<file path="config.mk">
export PLATFORM = sky130hd
export DESIGN_NAME = wdtp_top
export DESIGN_NICKNAME = d
export VERILOG_FILES = /design/src/hw/wdtp_pkg.sv /design/src/hw/wdtp_period.sv /design/src/hw/wdtp_top.sv
export VERILOG_INCLUDE_DIRS = /design/src /design/src/hw
export SDC_FILE = /design/constraint.sdc
export NUM_CORES = 1
export LEC_CHECK = 0
export ABC_AREA = 1
export BUFFER_PORTS_ARGS = -buffer_cell sky130_fd_sc_hd__buf_2
export CAP_MARGIN = 20
export CORE_ASPECT_RATIO = 0.75
export CORE_MARGIN = 1.5
export CORE_UTILIZATION = 40
export CTS_BUF_LIST = sky130_fd_sc_hd__clkbuf_4 sky130_fd_sc_hd__clkbuf_8
export DETAILED_ROUTE_END_ITERATION = 8
export PLACE_DENSITY = 0.72
export SLEW_MARGIN = 20
export SYNTH_ARGS = -nofsm -noshare
export SYNTH_HDL_FRONTEND = slang
export SYNTH_HIERARCHICAL = 1
export SYNTH_SLANG_ARGS = --single-unit
</file>
<file path="constraint.sdc">
create_clock -name clk_in -period 1.9 [get_ports clk_in]
set_input_delay 0.38 -clock clk_in [delete_from_list [all_inputs] [get_ports clk_in]]
set_output_delay 0.38 -clock clk_in [all_outputs]
set_load 0.01 [all_outputs]
</file>
<file path="src/hw/wdtp_map.svh">
// Constants for the watchdog time-out prescaler: offsets, fields, timing.
// Assumes a single 10 MHz system clock and word-wide AHB-Lite access.
// Overview of operation
// - When running, expire after 512 to 256K oscillator ticks chosen by code.
// - Select field sits at control bit 5 (msb) and bits 2:0.
// - Reserved select codes 1010 to 1111 fall back to a valid period.
// - Select write is accepted only within four cycles after the signature.
// - Reset-mode expiry restarts execution from program address 0x0000.
// - The count advances on the 32kHz oscillator tick, not the system clock.
// - Count clears on restart, on disable and on any chip reset.
// - Expiry with enable and interrupt enable raises interrupt, clears irq enable.
// - Time-out flag clears when its vector executes or on write of one.
`ifndef WDTP_MAP_SVH
`define WDTP_MAP_SVH

`define WDTP_CLK_HZ 10000000
`define WDTP_OSC_HZ 32000
`define WDTP_BASE_TICKS 512
`define WDTP_UNLOCK_CYCLES 3'h4
`define WDTP_CCP_SIG 8'hD8
`define WDTP_SIG_W 8
`define WDTP_RESET_VECTOR 16'h0000

`define WDTP_CNT_W 19
`define WDTP_DIV_W 9
`define WDTP_WIN_W 3
`define WDTP_ADDR_W 12

`define WDTP_OFF_CCP 12'h034
`define WDTP_OFF_CTRL 12'h060
`define WDTP_OFF_ISTAT 12'h064
`define WDTP_OFF_IMASK 12'h068
`define WDTP_OFF_RESTART 12'h06C
`define WDTP_OFF_COUNT 12'h070

`define WDTP_BIT_FLAG 7
`define WDTP_BIT_IRQEN 6
`define WDTP_BIT_SELMSB 5
`define WDTP_BIT_EN 3
`define WDTP_SEL_HI 2
`define WDTP_SEL_LO 0

`define WDTP_EV_IRQ 0
`define WDTP_EV_RST 1
`define WDTP_EV_W 2

`define WDTP_SEL_LAST 4'h9
`define WDTP_SEL_FIRST_RSV 4'hA

`define WDTP_HTRANS_BIT 1

`endif

</file>
<file path="src/hw/wdtp_pkg.sv">
// Types shared by the watchdog time-out prescaler modules.
// Assumes the constants header is on the include path.
`include "wdtp_map.svh"

package wdtp_pkg;

    typedef struct packed {
        logic flag;
        logic irq_en;
        logic [3:0] sel;
        logic en;
    } wdtp_ctrl_s;

    typedef struct packed {
        wdtp_ctrl_s ctrl;
        logic [`WDTP_WIN_W-1:0] ccp_win;
        logic [`WDTP_DIV_W-1:0] div;
        logic [`WDTP_CNT_W-1:0] cnt;
        logic [`WDTP_EV_W-1:0] istat;
        logic [`WDTP_EV_W-1:0] imask;
        logic rst_pulse;
        logic [15:0] vec;
        logic wr_pend;
        logic [`WDTP_ADDR_W-1:0] wr_addr;
        logic [31:0] rdata;
    } wdtp_state_s;

    typedef struct packed {
        logic [`WDTP_CNT_W-1:0] limit;
    } wdtp_per_s;

endpackage : wdtp_pkg

</file>
<file path="src/hw/wdtp_period.sv">
// Decodes the time-out select code into a registered period in ticks.
// Assumes the select code comes from logic on the same clock.
`timescale 1ns/1ps
`include "wdtp_map.svh"

module wdtp_period
    import wdtp_pkg::*;
#(
    parameter int BASE_TICKS = `WDTP_BASE_TICKS
) (
    input wire logic clk_in,
    input wire logic nrst_in,
    input wire logic [3:0] timeout_select_in,
    output logic [`WDTP_CNT_W-1:0] period_ticks_out
);

    wdtp_per_s s;
    wdtp_per_s next_s;
    logic [3:0] eff_sel;

    always_comb begin
        eff_sel = timeout_select_in;
        if (timeout_select_in >= `WDTP_SEL_FIRST_RSV) begin
            eff_sel = `WDTP_SEL_LAST;
        end
        next_s.limit = `WDTP_CNT_W'(BASE_TICKS) << eff_sel;
    end

    always_ff @(posedge clk_in) begin
        if (!nrst_in) begin
            s <= '0;
        end else begin
            s <= next_s;
        end
    end

    assign period_ticks_out = s.limit;

endmodule : wdtp_period

</file>
<file path="src/hw/wdtp_top.sv">
// Watchdog time-out prescaler with protected select change, AHB-Lite slave.
// Assumes zero-wait single word transfers and same-clock CPU event inputs.
//
// Decided for this implementation: the placing of the registers and the AHB-Lite interface to the registers.
`timescale 1ns/1ps
`include "wdtp_map.svh"

module wdtp_top
    import wdtp_pkg::*;
#(
    parameter int OSC_DIV = `WDTP_CLK_HZ / `WDTP_OSC_HZ,
    parameter int BASE_TICKS = `WDTP_BASE_TICKS
) (
    input wire logic clk_in,
    input wire logic nrst_in,
    input wire logic hsel_in,
    input wire logic [31:0] haddr_in,
    input wire logic [1:0] htrans_in,
    input wire logic hwrite_in,
    input wire logic [2:0] hsize_in,
    input wire logic [31:0] hwdata_in,
    input wire logic hready_in,
    output logic hreadyout_out,
    output logic hresp_out,
    output logic [31:0] hrdata_out,
    input wire logic restart_in,
    input wire logic vector_ack_in,
    output logic guard_timeout_out,
    output logic chip_reset_out,
    output logic [15:0] reset_vector_out,
    output logic irq_out
);

    localparam int CW = `WDTP_CNT_W;
    localparam int DW = `WDTP_DIV_W;
    localparam int WW = `WDTP_WIN_W;

    wdtp_state_s s;
    wdtp_state_s next_s;
    logic [CW-1:0] limit;
    logic take;
    logic unlocked;
    logic restart_wr;
    logic running;
    logic tick;
    logic clr;
    logic expire;

    wdtp_period #(
        .BASE_TICKS(BASE_TICKS)
    ) u_period (
        .clk_in(clk_in),
        .nrst_in(nrst_in),
        .timeout_select_in(s.ctrl.sel),
        .period_ticks_out(limit)
    );

    function automatic logic [31:0] rd_word(
        input logic [`WDTP_ADDR_W-1:0] a,
        input wdtp_state_s st
    );
        logic [31:0] w;
        w = '0;
        case (a)
            `WDTP_OFF_CTRL: begin
                w[`WDTP_BIT_FLAG] = st.ctrl.flag;
                w[`WDTP_BIT_IRQEN] = st.ctrl.irq_en;
                w[`WDTP_BIT_SELMSB] = st.ctrl.sel[3];
                w[`WDTP_BIT_EN] = st.ctrl.en;
                w[`WDTP_SEL_HI:`WDTP_SEL_LO] = st.ctrl.sel[2:0];
            end
            `WDTP_OFF_ISTAT: w[`WDTP_EV_W-1:0] = st.istat;
            `WDTP_OFF_IMASK: w[`WDTP_EV_W-1:0] = st.imask;
            `WDTP_OFF_COUNT: w[CW-1:0] = st.cnt;
            default: w = '0;
        endcase
        return w;
    endfunction : rd_word

    always_comb begin
        next_s = s;
        next_s.rst_pulse = 1'b0;
        restart_wr = 1'b0;
        take = hsel_in && hready_in && htrans_in[`WDTP_HTRANS_BIT];
        unlocked = (s.ccp_win != '0);
        next_s.ccp_win = unlocked ? WW'(s.ccp_win - 1'b1) : '0;

        // Address phase: capture the write target, or fetch read data now
        // so that it stands registered throughout the data phase.
        next_s.wr_pend = 1'b0;
        if (take) begin
            next_s.wr_pend = hwrite_in;
            next_s.wr_addr = haddr_in[`WDTP_ADDR_W-1:0];
            if (!hwrite_in) begin
                next_s.rdata = rd_word(haddr_in[`WDTP_ADDR_W-1:0], s);
            end
        end

        // Data phase: writes land here.
        if (s.wr_pend) begin
            case (s.wr_addr)
                `WDTP_OFF_CCP: begin
                    if (hwdata_in[`WDTP_SIG_W-1:0] == `WDTP_CCP_SIG) begin
                        next_s.ccp_win = `WDTP_UNLOCK_CYCLES;
                    end
                end
                `WDTP_OFF_CTRL: begin
                    if (hwdata_in[`WDTP_BIT_FLAG]) begin
                        next_s.ctrl.flag = 1'b0;
                    end
                    next_s.ctrl.irq_en = hwdata_in[`WDTP_BIT_IRQEN];
                    if (unlocked) begin
                        next_s.ctrl.sel = {hwdata_in[`WDTP_BIT_SELMSB],
                            hwdata_in[`WDTP_SEL_HI:`WDTP_SEL_LO]};
                        next_s.ctrl.en = hwdata_in[`WDTP_BIT_EN];
                        next_s.ccp_win = '0;
                    end else begin
                        // Enabling is free; disabling needs the unlock.
                        next_s.ctrl.en = s.ctrl.en | hwdata_in[`WDTP_BIT_EN];
                    end
                end
                `WDTP_OFF_ISTAT: begin
                    next_s.istat = s.istat & ~hwdata_in[`WDTP_EV_W-1:0];
                end
                `WDTP_OFF_IMASK: begin
                    next_s.imask = hwdata_in[`WDTP_EV_W-1:0];
                end
                `WDTP_OFF_RESTART: restart_wr = 1'b1;
                default: ;
            endcase
        end

        if (vector_ack_in) begin
            next_s.ctrl.flag = 1'b0;
        end

        // Oscillator tick divider and time-out counter.
        running = s.ctrl.en | s.ctrl.irq_en;
        clr = !running || restart_in || restart_wr;
        tick = (s.div == DW'(OSC_DIV - 1));
        expire = tick && !clr && (s.cnt == CW'(limit - 1'b1));
        if (clr) begin
            next_s.div = '0;
            next_s.cnt = '0;
        end else begin
            next_s.div = tick ? '0 : DW'(s.div + 1'b1);
            if (tick) begin
                next_s.cnt = expire ? '0 : CW'(s.cnt + 1'b1);
            end
        end

        // Events are applied last so a set beats any clear in this cycle.
        if (expire) begin
            if (s.ctrl.irq_en) begin
                next_s.ctrl.flag = 1'b1;
                next_s.istat[`WDTP_EV_IRQ] = 1'b1;
                if (s.ctrl.en) begin
                    next_s.ctrl.irq_en = 1'b0;
                end
            end else begin
                next_s.rst_pulse = 1'b1;
                next_s.vec = `WDTP_RESET_VECTOR;
                next_s.istat[`WDTP_EV_RST] = 1'b1;
            end
        end
    end

    always_ff @(posedge clk_in) begin
        if (!nrst_in) begin
            s <= '0;
        end else begin
            s <= next_s;
        end
    end

    assign hreadyout_out = 1'b1;
    assign hresp_out = 1'b0;
    assign hrdata_out = s.rdata;
    assign guard_timeout_out = s.ctrl.flag;
    assign chip_reset_out = s.rst_pulse;
    assign reset_vector_out = s.vec;
    assign irq_out = |(s.istat & s.imask);

    property p_count_step;
        @(posedge clk_in) disable iff (!nrst_in)
        (tick && !clr && !expire) |=> (s.cnt == CW'($past(s.cnt) + 1'b1));
    endproperty
    a_count_step: assert property (p_count_step)
        else $error("Count did not advance by one on a tick.");

    property p_expire_wrap;
        @(posedge clk_in) disable iff (!nrst_in)
        expire |=> (s.cnt == '0) && (s.ctrl.flag || s.rst_pulse);
    endproperty
    a_expire_wrap: assert property (p_expire_wrap)
        else $error("Expiry did not clear the count or signal an action.");

    property p_select_readback;
        @(posedge clk_in) disable iff (!nrst_in)
        (take && !hwrite_in &&
            haddr_in[`WDTP_ADDR_W-1:0] == `WDTP_OFF_CTRL)
        |=> (hrdata_out[`WDTP_BIT_SELMSB] == $past(s.ctrl.sel[3])) &&
            (hrdata_out[`WDTP_SEL_HI:`WDTP_SEL_LO] ==
                $past(s.ctrl.sel[2:0]));
    endproperty
    a_select_readback: assert property (p_select_readback)
        else $error("Select bits read back at the wrong positions.");

    property p_reserved_fallback;
        @(posedge clk_in) disable iff (!nrst_in)
        ($past(s.ctrl.sel) >= `WDTP_SEL_FIRST_RSV)
        |-> (limit == (CW'(BASE_TICKS) << `WDTP_SEL_LAST));
    endproperty
    a_reserved_fallback: assert property (p_reserved_fallback)
        else $error("Reserved select code did not use the longest period.");

    property p_locked_select;
        @(posedge clk_in) disable iff (!nrst_in)
        (s.wr_pend && s.wr_addr == `WDTP_OFF_CTRL && s.ccp_win == '0)
        |=> $stable(s.ctrl.sel);
    endproperty
    a_locked_select: assert property (p_locked_select)
        else $error("Select changed without the unlock window.");

    property p_unlocked_select;
        @(posedge clk_in) disable iff (!nrst_in)
        (s.wr_pend && s.wr_addr == `WDTP_OFF_CCP &&
            hwdata_in[`WDTP_SIG_W-1:0] == `WDTP_CCP_SIG)
        |=> (s.ccp_win == `WDTP_UNLOCK_CYCLES);
    endproperty
    a_unlocked_select: assert property (p_unlocked_select)
        else $error("Signature write did not open a four-cycle window.");

    property p_window_count;
        @(posedge clk_in) disable iff (!nrst_in)
        (s.ccp_win != '0 && !(s.wr_pend &&
            (s.wr_addr == `WDTP_OFF_CCP || s.wr_addr == `WDTP_OFF_CTRL)))
        |=> (s.ccp_win == WW'($past(s.ccp_win) - 1'b1));
    endproperty
    a_window_count: assert property (p_window_count)
        else $error("Unlock window did not count down by one.");

    property p_unlocked_accept;
        @(posedge clk_in) disable iff (!nrst_in)
        (s.wr_pend && s.wr_addr == `WDTP_OFF_CTRL && s.ccp_win != '0)
        |=> (s.ctrl.sel == {$past(hwdata_in[`WDTP_BIT_SELMSB]),
            $past(hwdata_in[`WDTP_SEL_HI:`WDTP_SEL_LO])}) &&
            (s.ccp_win == '0);
    endproperty
    a_unlocked_accept: assert property (p_unlocked_accept)
        else $error("Unlocked control write did not take the select bits.");

    property p_flag_w1c;
        @(posedge clk_in) disable iff (!nrst_in)
        (s.wr_pend && s.wr_addr == `WDTP_OFF_CTRL &&
            hwdata_in[`WDTP_BIT_FLAG] && !expire)
        |=> !guard_timeout_out;
    endproperty
    a_flag_w1c: assert property (p_flag_w1c)
        else $error("Writing one did not clear the time-out flag.");

    property p_reset_mode;
        @(posedge clk_in) disable iff (!nrst_in)
        (expire && !s.ctrl.irq_en) |=> chip_reset_out;
    endproperty
    a_reset_mode: assert property (p_reset_mode)
        else $error("Reset-mode expiry did not request a chip reset.");

    property p_reset_vector;
        @(posedge clk_in) disable iff (!nrst_in)
        chip_reset_out |-> (reset_vector_out == `WDTP_RESET_VECTOR) &&
            s.istat[`WDTP_EV_RST];
    endproperty
    a_reset_vector: assert property (p_reset_vector)
        else $error("Watchdog reset did not point at the reset vector.");

    property p_tick_only;
        @(posedge clk_in) disable iff (!nrst_in)
        (!tick && !clr) |=> $stable(s.cnt);
    endproperty
    a_tick_only: assert property (p_tick_only)
        else $error("Count moved without an oscillator tick.");

    property p_restart_clear;
        @(posedge clk_in) disable iff (!nrst_in)
        (restart_in || !running) |=> (s.cnt == '0);
    endproperty
    a_restart_clear: assert property (p_restart_clear)
        else $error("Restart or disable did not clear the count.");

    property p_irq_then_reset;
        @(posedge clk_in) disable iff (!nrst_in)
        (expire && s.ctrl.en && s.ctrl.irq_en)
        |=> s.ctrl.flag && !s.ctrl.irq_en && !chip_reset_out;
    endproperty
    a_irq_then_reset: assert property (p_irq_then_reset)
        else $error("Interrupt expiry did not drop the interrupt enable.");

    property p_flag_clear;
        @(posedge clk_in) disable iff (!nrst_in)
        (vector_ack_in && !expire) |=> !guard_timeout_out;
    endproperty
    a_flag_clear: assert property (p_flag_clear)
        else $error("Vector execution did not clear the time-out flag.");

endmodule : wdtp_top

</file>
==> results list, run 1 <==
- Count of routing violations after the opening detailed-route iteration: 290
- The startpoint identified for the worst register-to-register timing path is u_period/period_ticks_out[12].
- For the worst setup path, the data required time is roughly 2200 ps.
- Post-route setup slack: ~100 ps
* Sort of element at the end of the critical path: flop
- The cell that appears most often on the critical path is nand2_1.
* Placer congestion estimate: 0.8853
- The count of nets left with antenna violations once routing finished came out at 0.
- The floorplan step defined a core boundary enclosing between 10000 and 15000 um^2.
- Predominant post-synthesis flop cell: dfxtp_1
* Number of design rule violations left after detail routing: 0
- In this run the tool buffered the top-level ports with 49 buffer cells.
- Arrival time at the worst endpoint: just over 2000 ps
- Via count of the first global-routing pass: between 3000 and 4000
- Number of hold buffers added after CTS: 0
* Antenna violations before repair: 0
* Outcome: finished clean
* Average cell area after synthesis: around 6.8 um^2
- Clock insertion delay at the later pin of the skew report: between 300 and 400 ps
- Count of boundary I/O pins: 129
- Across all hold checks on the routed design, the worst slack comes to ~260 ps.
* Yosys synthesis warning count: 6
* Clock Skew: ~12 ps
* Asr flop ratio synth: 0
- Power after layout: approximately 3.3 mW
- Leading post-synthesis cells by cell area: dfxtp_1, nand2_1, buf_4, nor2_1, inv_1
- Period utilization: 0.9451
- Maximum number of pins on one net before global-route repair: 34
* Dominant cell by count in the synthesized netlist: nand2_1
* Cell types with the highest counts after synthesis: nand2_1, nor2_1, dfxtp_1
- Traced cell by cell, the critical path runs through nor2_2 -> nand2_1 -> nor2_1 -> nand2_1 -> nand2_1 -> nand2_1 -> nor2_1 -> nand2_2 -> nor2_4 -> nand3_4 -> buf_4 -> nand4_1 -> nand2_1.
- After synthesis the netlist holds a flip-flop and latch count of 85.
- RSZ-0062 raised after global routing: yes
- For this run, the top clock speed supported by timing is about 560 MHz.
- Row count: 34
- Logic depth of the worst register-to-register path: 13
- Nature of the critical path startpoint: flop
* Worst slack, placed: -30.62 ps
- Sequential area share after synthesis: 0.3479
* Detailed placement HPWL: 8422 um
- The final number of hold-violating endpoints was 0.
- Terminus of the critical flop-to-flop path: s[67]
- Share of the synthesized area in the top cell type: 0.3479
- The initial utilization of the core area, before any placement, comes to 0.4166.
- The worst hold path was traced through 3 stages.
- Synth-to-Final Area Change: 14.10%
- TritonCTS built the clock tree.
* Post-Synthesis Cell Area: 4891 um^2
- The slowest stage of the critical path belongs to the cell dfxtp_1.
- Reg-to-reg setup timing slack: roughly 100 ps
- First-pass GRT wire length: 18260 um
- Along the worst path, the maximum fanout reaches 3.
- Counting I/O delays and the setup requirement, the final critical path takes ~1800 ps.
- On the critical path the largest part of the delay comes from simple AND/OR/NAND/NOR gates.
- Max-slew violation count: 0
* Vias per cell: approximately 4.6
- Cell leakage power: 2.479 nW
- The path with the worst hold slack has its endpoint at s[44].
* Post-synthesis cell type count: 43
- Critical path buffers and inverters: 1
* Average wire per standard cell: 11.69 um
- Vert. Die Dim: 98.76 um
- For this run, the detailed router's first-pass iteration total came to 5.
- In the final layout, the share of cells above drive strength 1 is 0.2102.
- Count of nets after finishing: 860
- Summing all multi-input logic gate instances after layout gives about 2600 um^2.
- Die Width: 130.7 um
- Die area: roughly 13000 um^2
- Congestion Overflow GR: 0
- Sequential standard cell area: about 1700 um^2
* Count of final setup violators: 0
- For this block, the routed nets add up to approximately 11000 um of wire.
- Library cell with the largest summed area after synthesis: dfxtp_1
- Count of flip-flops with a built-in enable after synthesis: 0
- Vias: between 4000 and 5000
* Count of H-tree levels built during CTS: 3
- Gate count of the mapped netlist: just over 700
- Maximum root-to-sink buffer count: 2
- The critical path is of the flop to flop type.
* Layout fillers: 1239
* Hold/Removal Path Class: input pin to flop
- After clock tree synthesis, the clock-pin slew on the worst setup and hold paths is 90 ps.
* CP peak stage delay: 360 ps
- Count of inserted antenna diode cells: 0
* Worst hold start: hwrite_in
* Global Route Usage Sum: 0.1808
* Max-capacitance violation count: 0
- Clock buffer count from CTS: 9
- Cell at the root of the clock tree: clkbuf_8
- In this run the power density over the cells is 590.3 nW/um^2.
- VDD IR-drop max: 0.3692 mV
* Num Clock Sinks: 85
state kept, by name, summed over array words and instances (netlist names):
| name | cells |
|---|---|
| guard_timeout_out | 1 |
| u_period/period_ticks_out | 10 |
| s | 54 |
| hrdata_out | 19 |
| chip_reset_out | 1 |
worst reg2reg max path, stage by stage (launching register included):
cell and delay (ps):
dfxtp_1 360, nor2_2 150, nand2_1 90, nor2_1 140
nand2_1 70, nand2_1 50, nand2_1 50, nor2_1 110
nand2_2 110, nor2_4 150, nand3_4 130, buf_4 170
nand4_1 60, nand2_1 50
final cells by class:
type,count,share of cell area
Inverter,89,0.05987
Timing Repair Buffer,85,0.09238
Multi-Input combinational cell,511,0.4729
Clock inverter,4,0.005605
Tap cell,162,0.03632
Clock buffer,11,0.02713
Sequential cell,85,0.3058
metrics by stage:
stage,TNS (ps),std cells,utilization,cell area [um^2]
floorplan,0,755,-,5030
global placement,0,927,0.4446,5220
detailed placement,-268.8,927,0.4446,5220
CTS,-390.5,942,0.4604,5405
global route,-304.6,947,0.4753,5580
finish,0,947,0.4753,5580
power breakdown:
group	internal, mW	leakage (nW)	switching, mW
Clock	0.544	0.0841	0.674
Combinational	0.0856	1.71	0.174
Sequential	1.80	0.689	0.0135
worst max-delay path by stage:
stage	from	endpoint	slack [ps]	cells after the start
floorplan	s[85]	s[82]	180	13
global placement	s[85]	s[66]	20	12
detailed placement	s[86]	s[74]	-30	12
CTS	s[86]	s[74]	-40	12
global route	s[86]	s[83]	-70	12
finish	u_period/period_ticks_out[12]	s[67]	100	13
cells by family (layout without fill, tap and decap cells):
family          Yosys count  in the layout  share of synthesized area
compound gates           92             92                     0.1090
flops                    85             85                     0.3479
simple gates            350            350                     0.3147
other cells               3             40                   0.002302
xor+xnor                 26             26                    0.04937
fa+ha+maj                 3              3                   0.007675
buf+inv                 159            189                     0.1691
metal layers:
| metal | global-route usage | part of all wire | vias up |
|---|---|---|---|
| li1 | - | - | 2308 |
| met1 | 0.2725 | 0.52 | 1955 |
| met2 | 0.2555 | 0.41 | 102 |
| met3 | 0.04723 | 0.056 | 11 |
| met4 | 0.04142 | 0.011 | 0 |
| met5 | 0 | 0 | - |
what timing repair did:
item	4_1_cts	5_1_grt
setup endpoints to repair	20	27
pin swaps	1	14
gates resized for setup	1	38
setup buffers	0	5
cells in the final DEF (no fill, tap or decap), types with 2 or more instances in the layout:
cell,netlist,routed
o221ai_1,4,4
nor2_1,100,84
o22ai_1,7,6
buf_4,59,36
inv_1,80,80
nand4_1,13,13
buf_2,0,49
nor2_4,2,8
dfxtp_1,85,81
dfxtp_2,0,4
nand3_2,2,2
o211ai_1,7,7
clkbuf_8,0,11
clkinvlp_4,0,3
nor2_2,9,19
nand2_2,6,11
clkinv_1,3,3
o21ai_0,25,25
a211oi_1,5,5
nor3_1,13,10
inv_2,6,6
ha_1,3,2
nand2_1,168,163
nand3_1,26,25
a31oi_1,2,2
o21bai_1,2,2
xor2_1,17,17
nor3_2,1,4
xnor2_1,8,8
nand3b_1,3,3
conb_1,3,40
a21oi_1,36,36
Power figures use the tool's default switching activity.
==> inputs of run 2 (changes only) <==
--- a/config.mk
+++ b/config.mk
@@ -6,7 +6,6 @@
 export SDC_FILE = /design/constraint.sdc
 export NUM_CORES = 1
 export LEC_CHECK = 0
-export ABC_AREA = 1
 export BUFFER_PORTS_ARGS = -buffer_cell sky130_fd_sc_hd__buf_2
 export CAP_MARGIN = 20
 export CORE_ASPECT_RATIO = 0.75
@@ -14,7 +13,7 @@
 export CORE_UTILIZATION = 40
 export CTS_BUF_LIST = sky130_fd_sc_hd__clkbuf_4 sky130_fd_sc_hd__clkbuf_8
 export DETAILED_ROUTE_END_ITERATION = 8
-export PLACE_DENSITY = 0.72
+export PLACE_DENSITY = 0.73
 export SLEW_MARGIN = 20
 export SYNTH_ARGS = -nofsm -noshare
 export SYNTH_HDL_FRONTEND = slang
==> run 2 against run 1 <==
The flow now finishes with violations (negative setup slack). Global-route usage is 0.76 points higher. Cell area is 4.3% higher. First-iteration DRC count grew 7.6%. Sequential power about the same. Register-to-register slack got worse by 800 ps. Combinational power fell by 4%. Critical path type unchanged.
==> results list, run 2 <==
- The run finished, with violations left.
- Violated checks: negative setup slack
* RSZ-0062 raised after global routing: yes
- Buffers inserted to repair hold after CTS numbered 0.
- The tool flagged a number of max-cap violations equal to 0.
- Once placement completed, the tool counted placed cells totaling 804.
- Die area: 12430 um^2
- Asr flop ratio synth: 0
* Initial Utilization: 0.4081
- Final ANT Viol Nets: 0
- Count of boundary I/O pins: between 100 and 150
- Detailed placement HPWL: between 8000 and 9000 um
- For this run, the register share of the synthesized area comes to 0.3617.
- After the last flow step, the layout net total stands at 740.
- At the worst endpoint, the arrival time is ~2800 ps.
- In this run the deepest clock path goes through 2 buffers.
- Post-route minimum period: about 2600 ps
- Global Route Usage Sum: 0.1884
- The critical path is of the flop to flop type.
- In this run the worst path has a maximum fanout of 9.
- Row count: 34
- Leaving out fill and tap cells, the most frequent cell in the layout is dfxtp_1.
- Count of routing violations after the opening detailed-route iteration: 312
- Nature of the critical path startpoint: flop
- Library cell with the largest summed area after synthesis: dfxtp_1
- The via count of the first global-routing pass was 4013.
- Cell at the root of the clock tree: clkbuf_8
- The number of antenna violations at the first check in global routing was 0.
- Average cell area after synthesis: roughly 8.5 um^2
* Hold/Removal Path Class: input pin to flop
* Post-route setup slack: -692.2 ps
- Placer congestion estimate: 0.9070
- Clock latency on the worst-skew pair, taken at its later pin, is roughly 360 ps.
* Utilization after layout: 0.5049
- Period utilization: 1.364
- Average wire per standard cell: approximately 14 um
- Ranked by flip-flop count, first place goes to s.
- Setup violations remaining at the end of the flow were counted as 43.
- Synthesis handed over a netlist of approximately 560 instances.
- The H-tree was split into 3 levels.
- Count of inserted antenna diode cells: 0
- Layout cells sized above 1: 0.3003
* Share of the synthesized area in the top cell type: 0.3617
- The top cell types in the final layout, fill and taps aside, are dfxtp_1, buf_4, nand2_1, buf_2.
- Layout fillers: 1043
* I/O Buffers: 49
- In this run, distinct cell masters in the synthesized netlist total 56.
- Core area: ~12000 um^2
- Hold timing on the final database bottoms out at a slack of between 200 and 300 ps.
* Post-Route Setup TNS: -19850 ps
- Yosys synthesis warning count: 6
- Cell types with the highest counts after synthesis: dfxtp_1, nand2_1, buf_4
- Detailed routing inserted a total of 4193 vias.
* Final routed wirelength across all metal layers: about 12000 um
- Entering global routing, the biggest net connects 27 pins.
- Vert. Die Dim: around 97 um
* Synth-to-Final Area Change: 23.72%
* Predominant post-synthesis flop cell: dfxtp_1
* Clock buffer count from CTS: 9
- Cell leakage power: between 2 and 2.5 nW
- Number of detailed-routing iterations run before antenna repair: 5
- Vias per cell: just over 5
- On the final layout, the worst clock skew is 9.772 ps.
- Count of endpoints failing hold in the final timing report: 0
- Count of flip-flops with a built-in enable after synthesis: 0
* Flop and latch count out of synthesis: 85
- Sort of element at the end of the critical path: flop
- The synthesized netlist occupies a cell area of around 4700 um^2.
- Die Width: 128.2 um
- Once layout is complete, the cells apart from fillers number 828.
- The first global-routing pass estimated 18860 um of wire.
* Total power per unit cell area: ~570 nW/um^2
* Number of design rule violations left after detail routing: 0
- The final max-slew violation count is 0.
- Dominant cell by count in the synthesized netlist: dfxtp_1
- Clock tree from TritonCTS: done
* Clock transition time at the flip-flop clock pins of the worst setup and hold paths: around 90 ps
* Num Clock Sinks: between 80 and 90
- VDD IR-drop max: about 0.38 mV
- Based on the critical path, the design can be clocked at up to 385.8 MHz.
- Summed over all layers, the global routing overflow is 0.
- Leading post-synthesis cells by cell area: dfxtp_1, buf_4, nand2_1, xor2_1, xnor2_1
- The register with the most flip-flops in the layout has 54 of them.
- Data required time at the worst endpoint: 2140 ps
## run 2: cell count changes in the layout (fill, tap and decap cells not counted), sizes merged, moves of 19 or more
cell	change
nand2	-113
inv	-80
nor2	-69
buf	+47
a21oi	-31
nor2b	+22
nor3	+19
## run 2: critical path, cell delays in order (launching register included)
cell and delay (ps):
dfxtp_2 330, or4_4 520, nor4_4 180, nand3_1 110, a32o_2 260, or4_4 540, nor4_4 150, buf_4 180
clkbuf_16 160, nor3_1 40
## run 2: cell families (layout without fill, tap and decap cells)
group,Yosys count,in the layout,share of synthesized area
and+or+nand+nor,254,254,0.2915
DFF,85,85,0.3617
buffers and inverters,83,156,0.1154
AOI/OAI and AO/OA,65,65,0.09761
xor gates and xnor gates,47,47,0.08750
muxes,16,16,0.03591
adders and majority gates,3,3,0.007980
other,3,40,0.002393
## run 2: final timing paths
kind	start	end	slack [ps]	cells after the start
setup / recovery	u_period/period_ticks_out[9]	s[73]	-690	9
hold / removal	hwrite_in	s[44]	260	2
setup reg to reg	u_period/period_ticks_out[9]	s[73]	-690	9
hold reg to reg	s[33]	s[33]	470	2
## run 2: report_power, final
part           switching (mW)  internal (mW)  total (mW)  leakage, nW
clock network           0.647          0.641        1.29        0.106
registers             0.00778           1.79        1.80        0.686
logic                   0.147          0.102       0.249         1.56
## run 2: through the flow
| step | setup WS (ps) | total power, mW | cell area (um^2) |
|---|---|---|---|
| after detailed placement | -638.3 | 2.068 | 5405 |
| after global placement | -533.3 | 2.061 | 5405 |
| after global routing | -745.0 | 3.455 | 5821 |
| after floorplan | -617.7 | 2.044 | 4921 |
| after CTS | -637.6 | 3.329 | 5664 |
| final | -692.2 | 3.334 | 5821 |
## run 2: final cells by class
cell class | count | area, um^2 | area share
tap | 162 | 202.7 | 0.03482
multi-input combinational | 425 | 2765 | 0.4751
clock inverter | 6 | 62.56 | 0.01075
timing repair buffer | 133 | 920.9 | 0.1582
inverter | 7 | 26.28 | 0.004514
sequential | 85 | 1705 | 0.2930
clock buffer | 10 | 137.6 | 0.02365
## run 2: timing repair
| item | CTS | global route |
|---|---|---|
| pin swaps | 4 | 10 |
| buffers inserted | 2 | 5 |
| setup endpoints to repair | 47 | 49 |
| gates resized for setup | 14 | 24 |
| cloned | 0 | 2 |
## run 2: per-layer routing
metal	GRT usage	up-vias	wire (um)
met5	0	-	0
met3	0.03319	15	755
li1	-	2049	-
met2	0.3110	134	5528
met4	0.05013	0	116
met1	0.2534	1995	5478
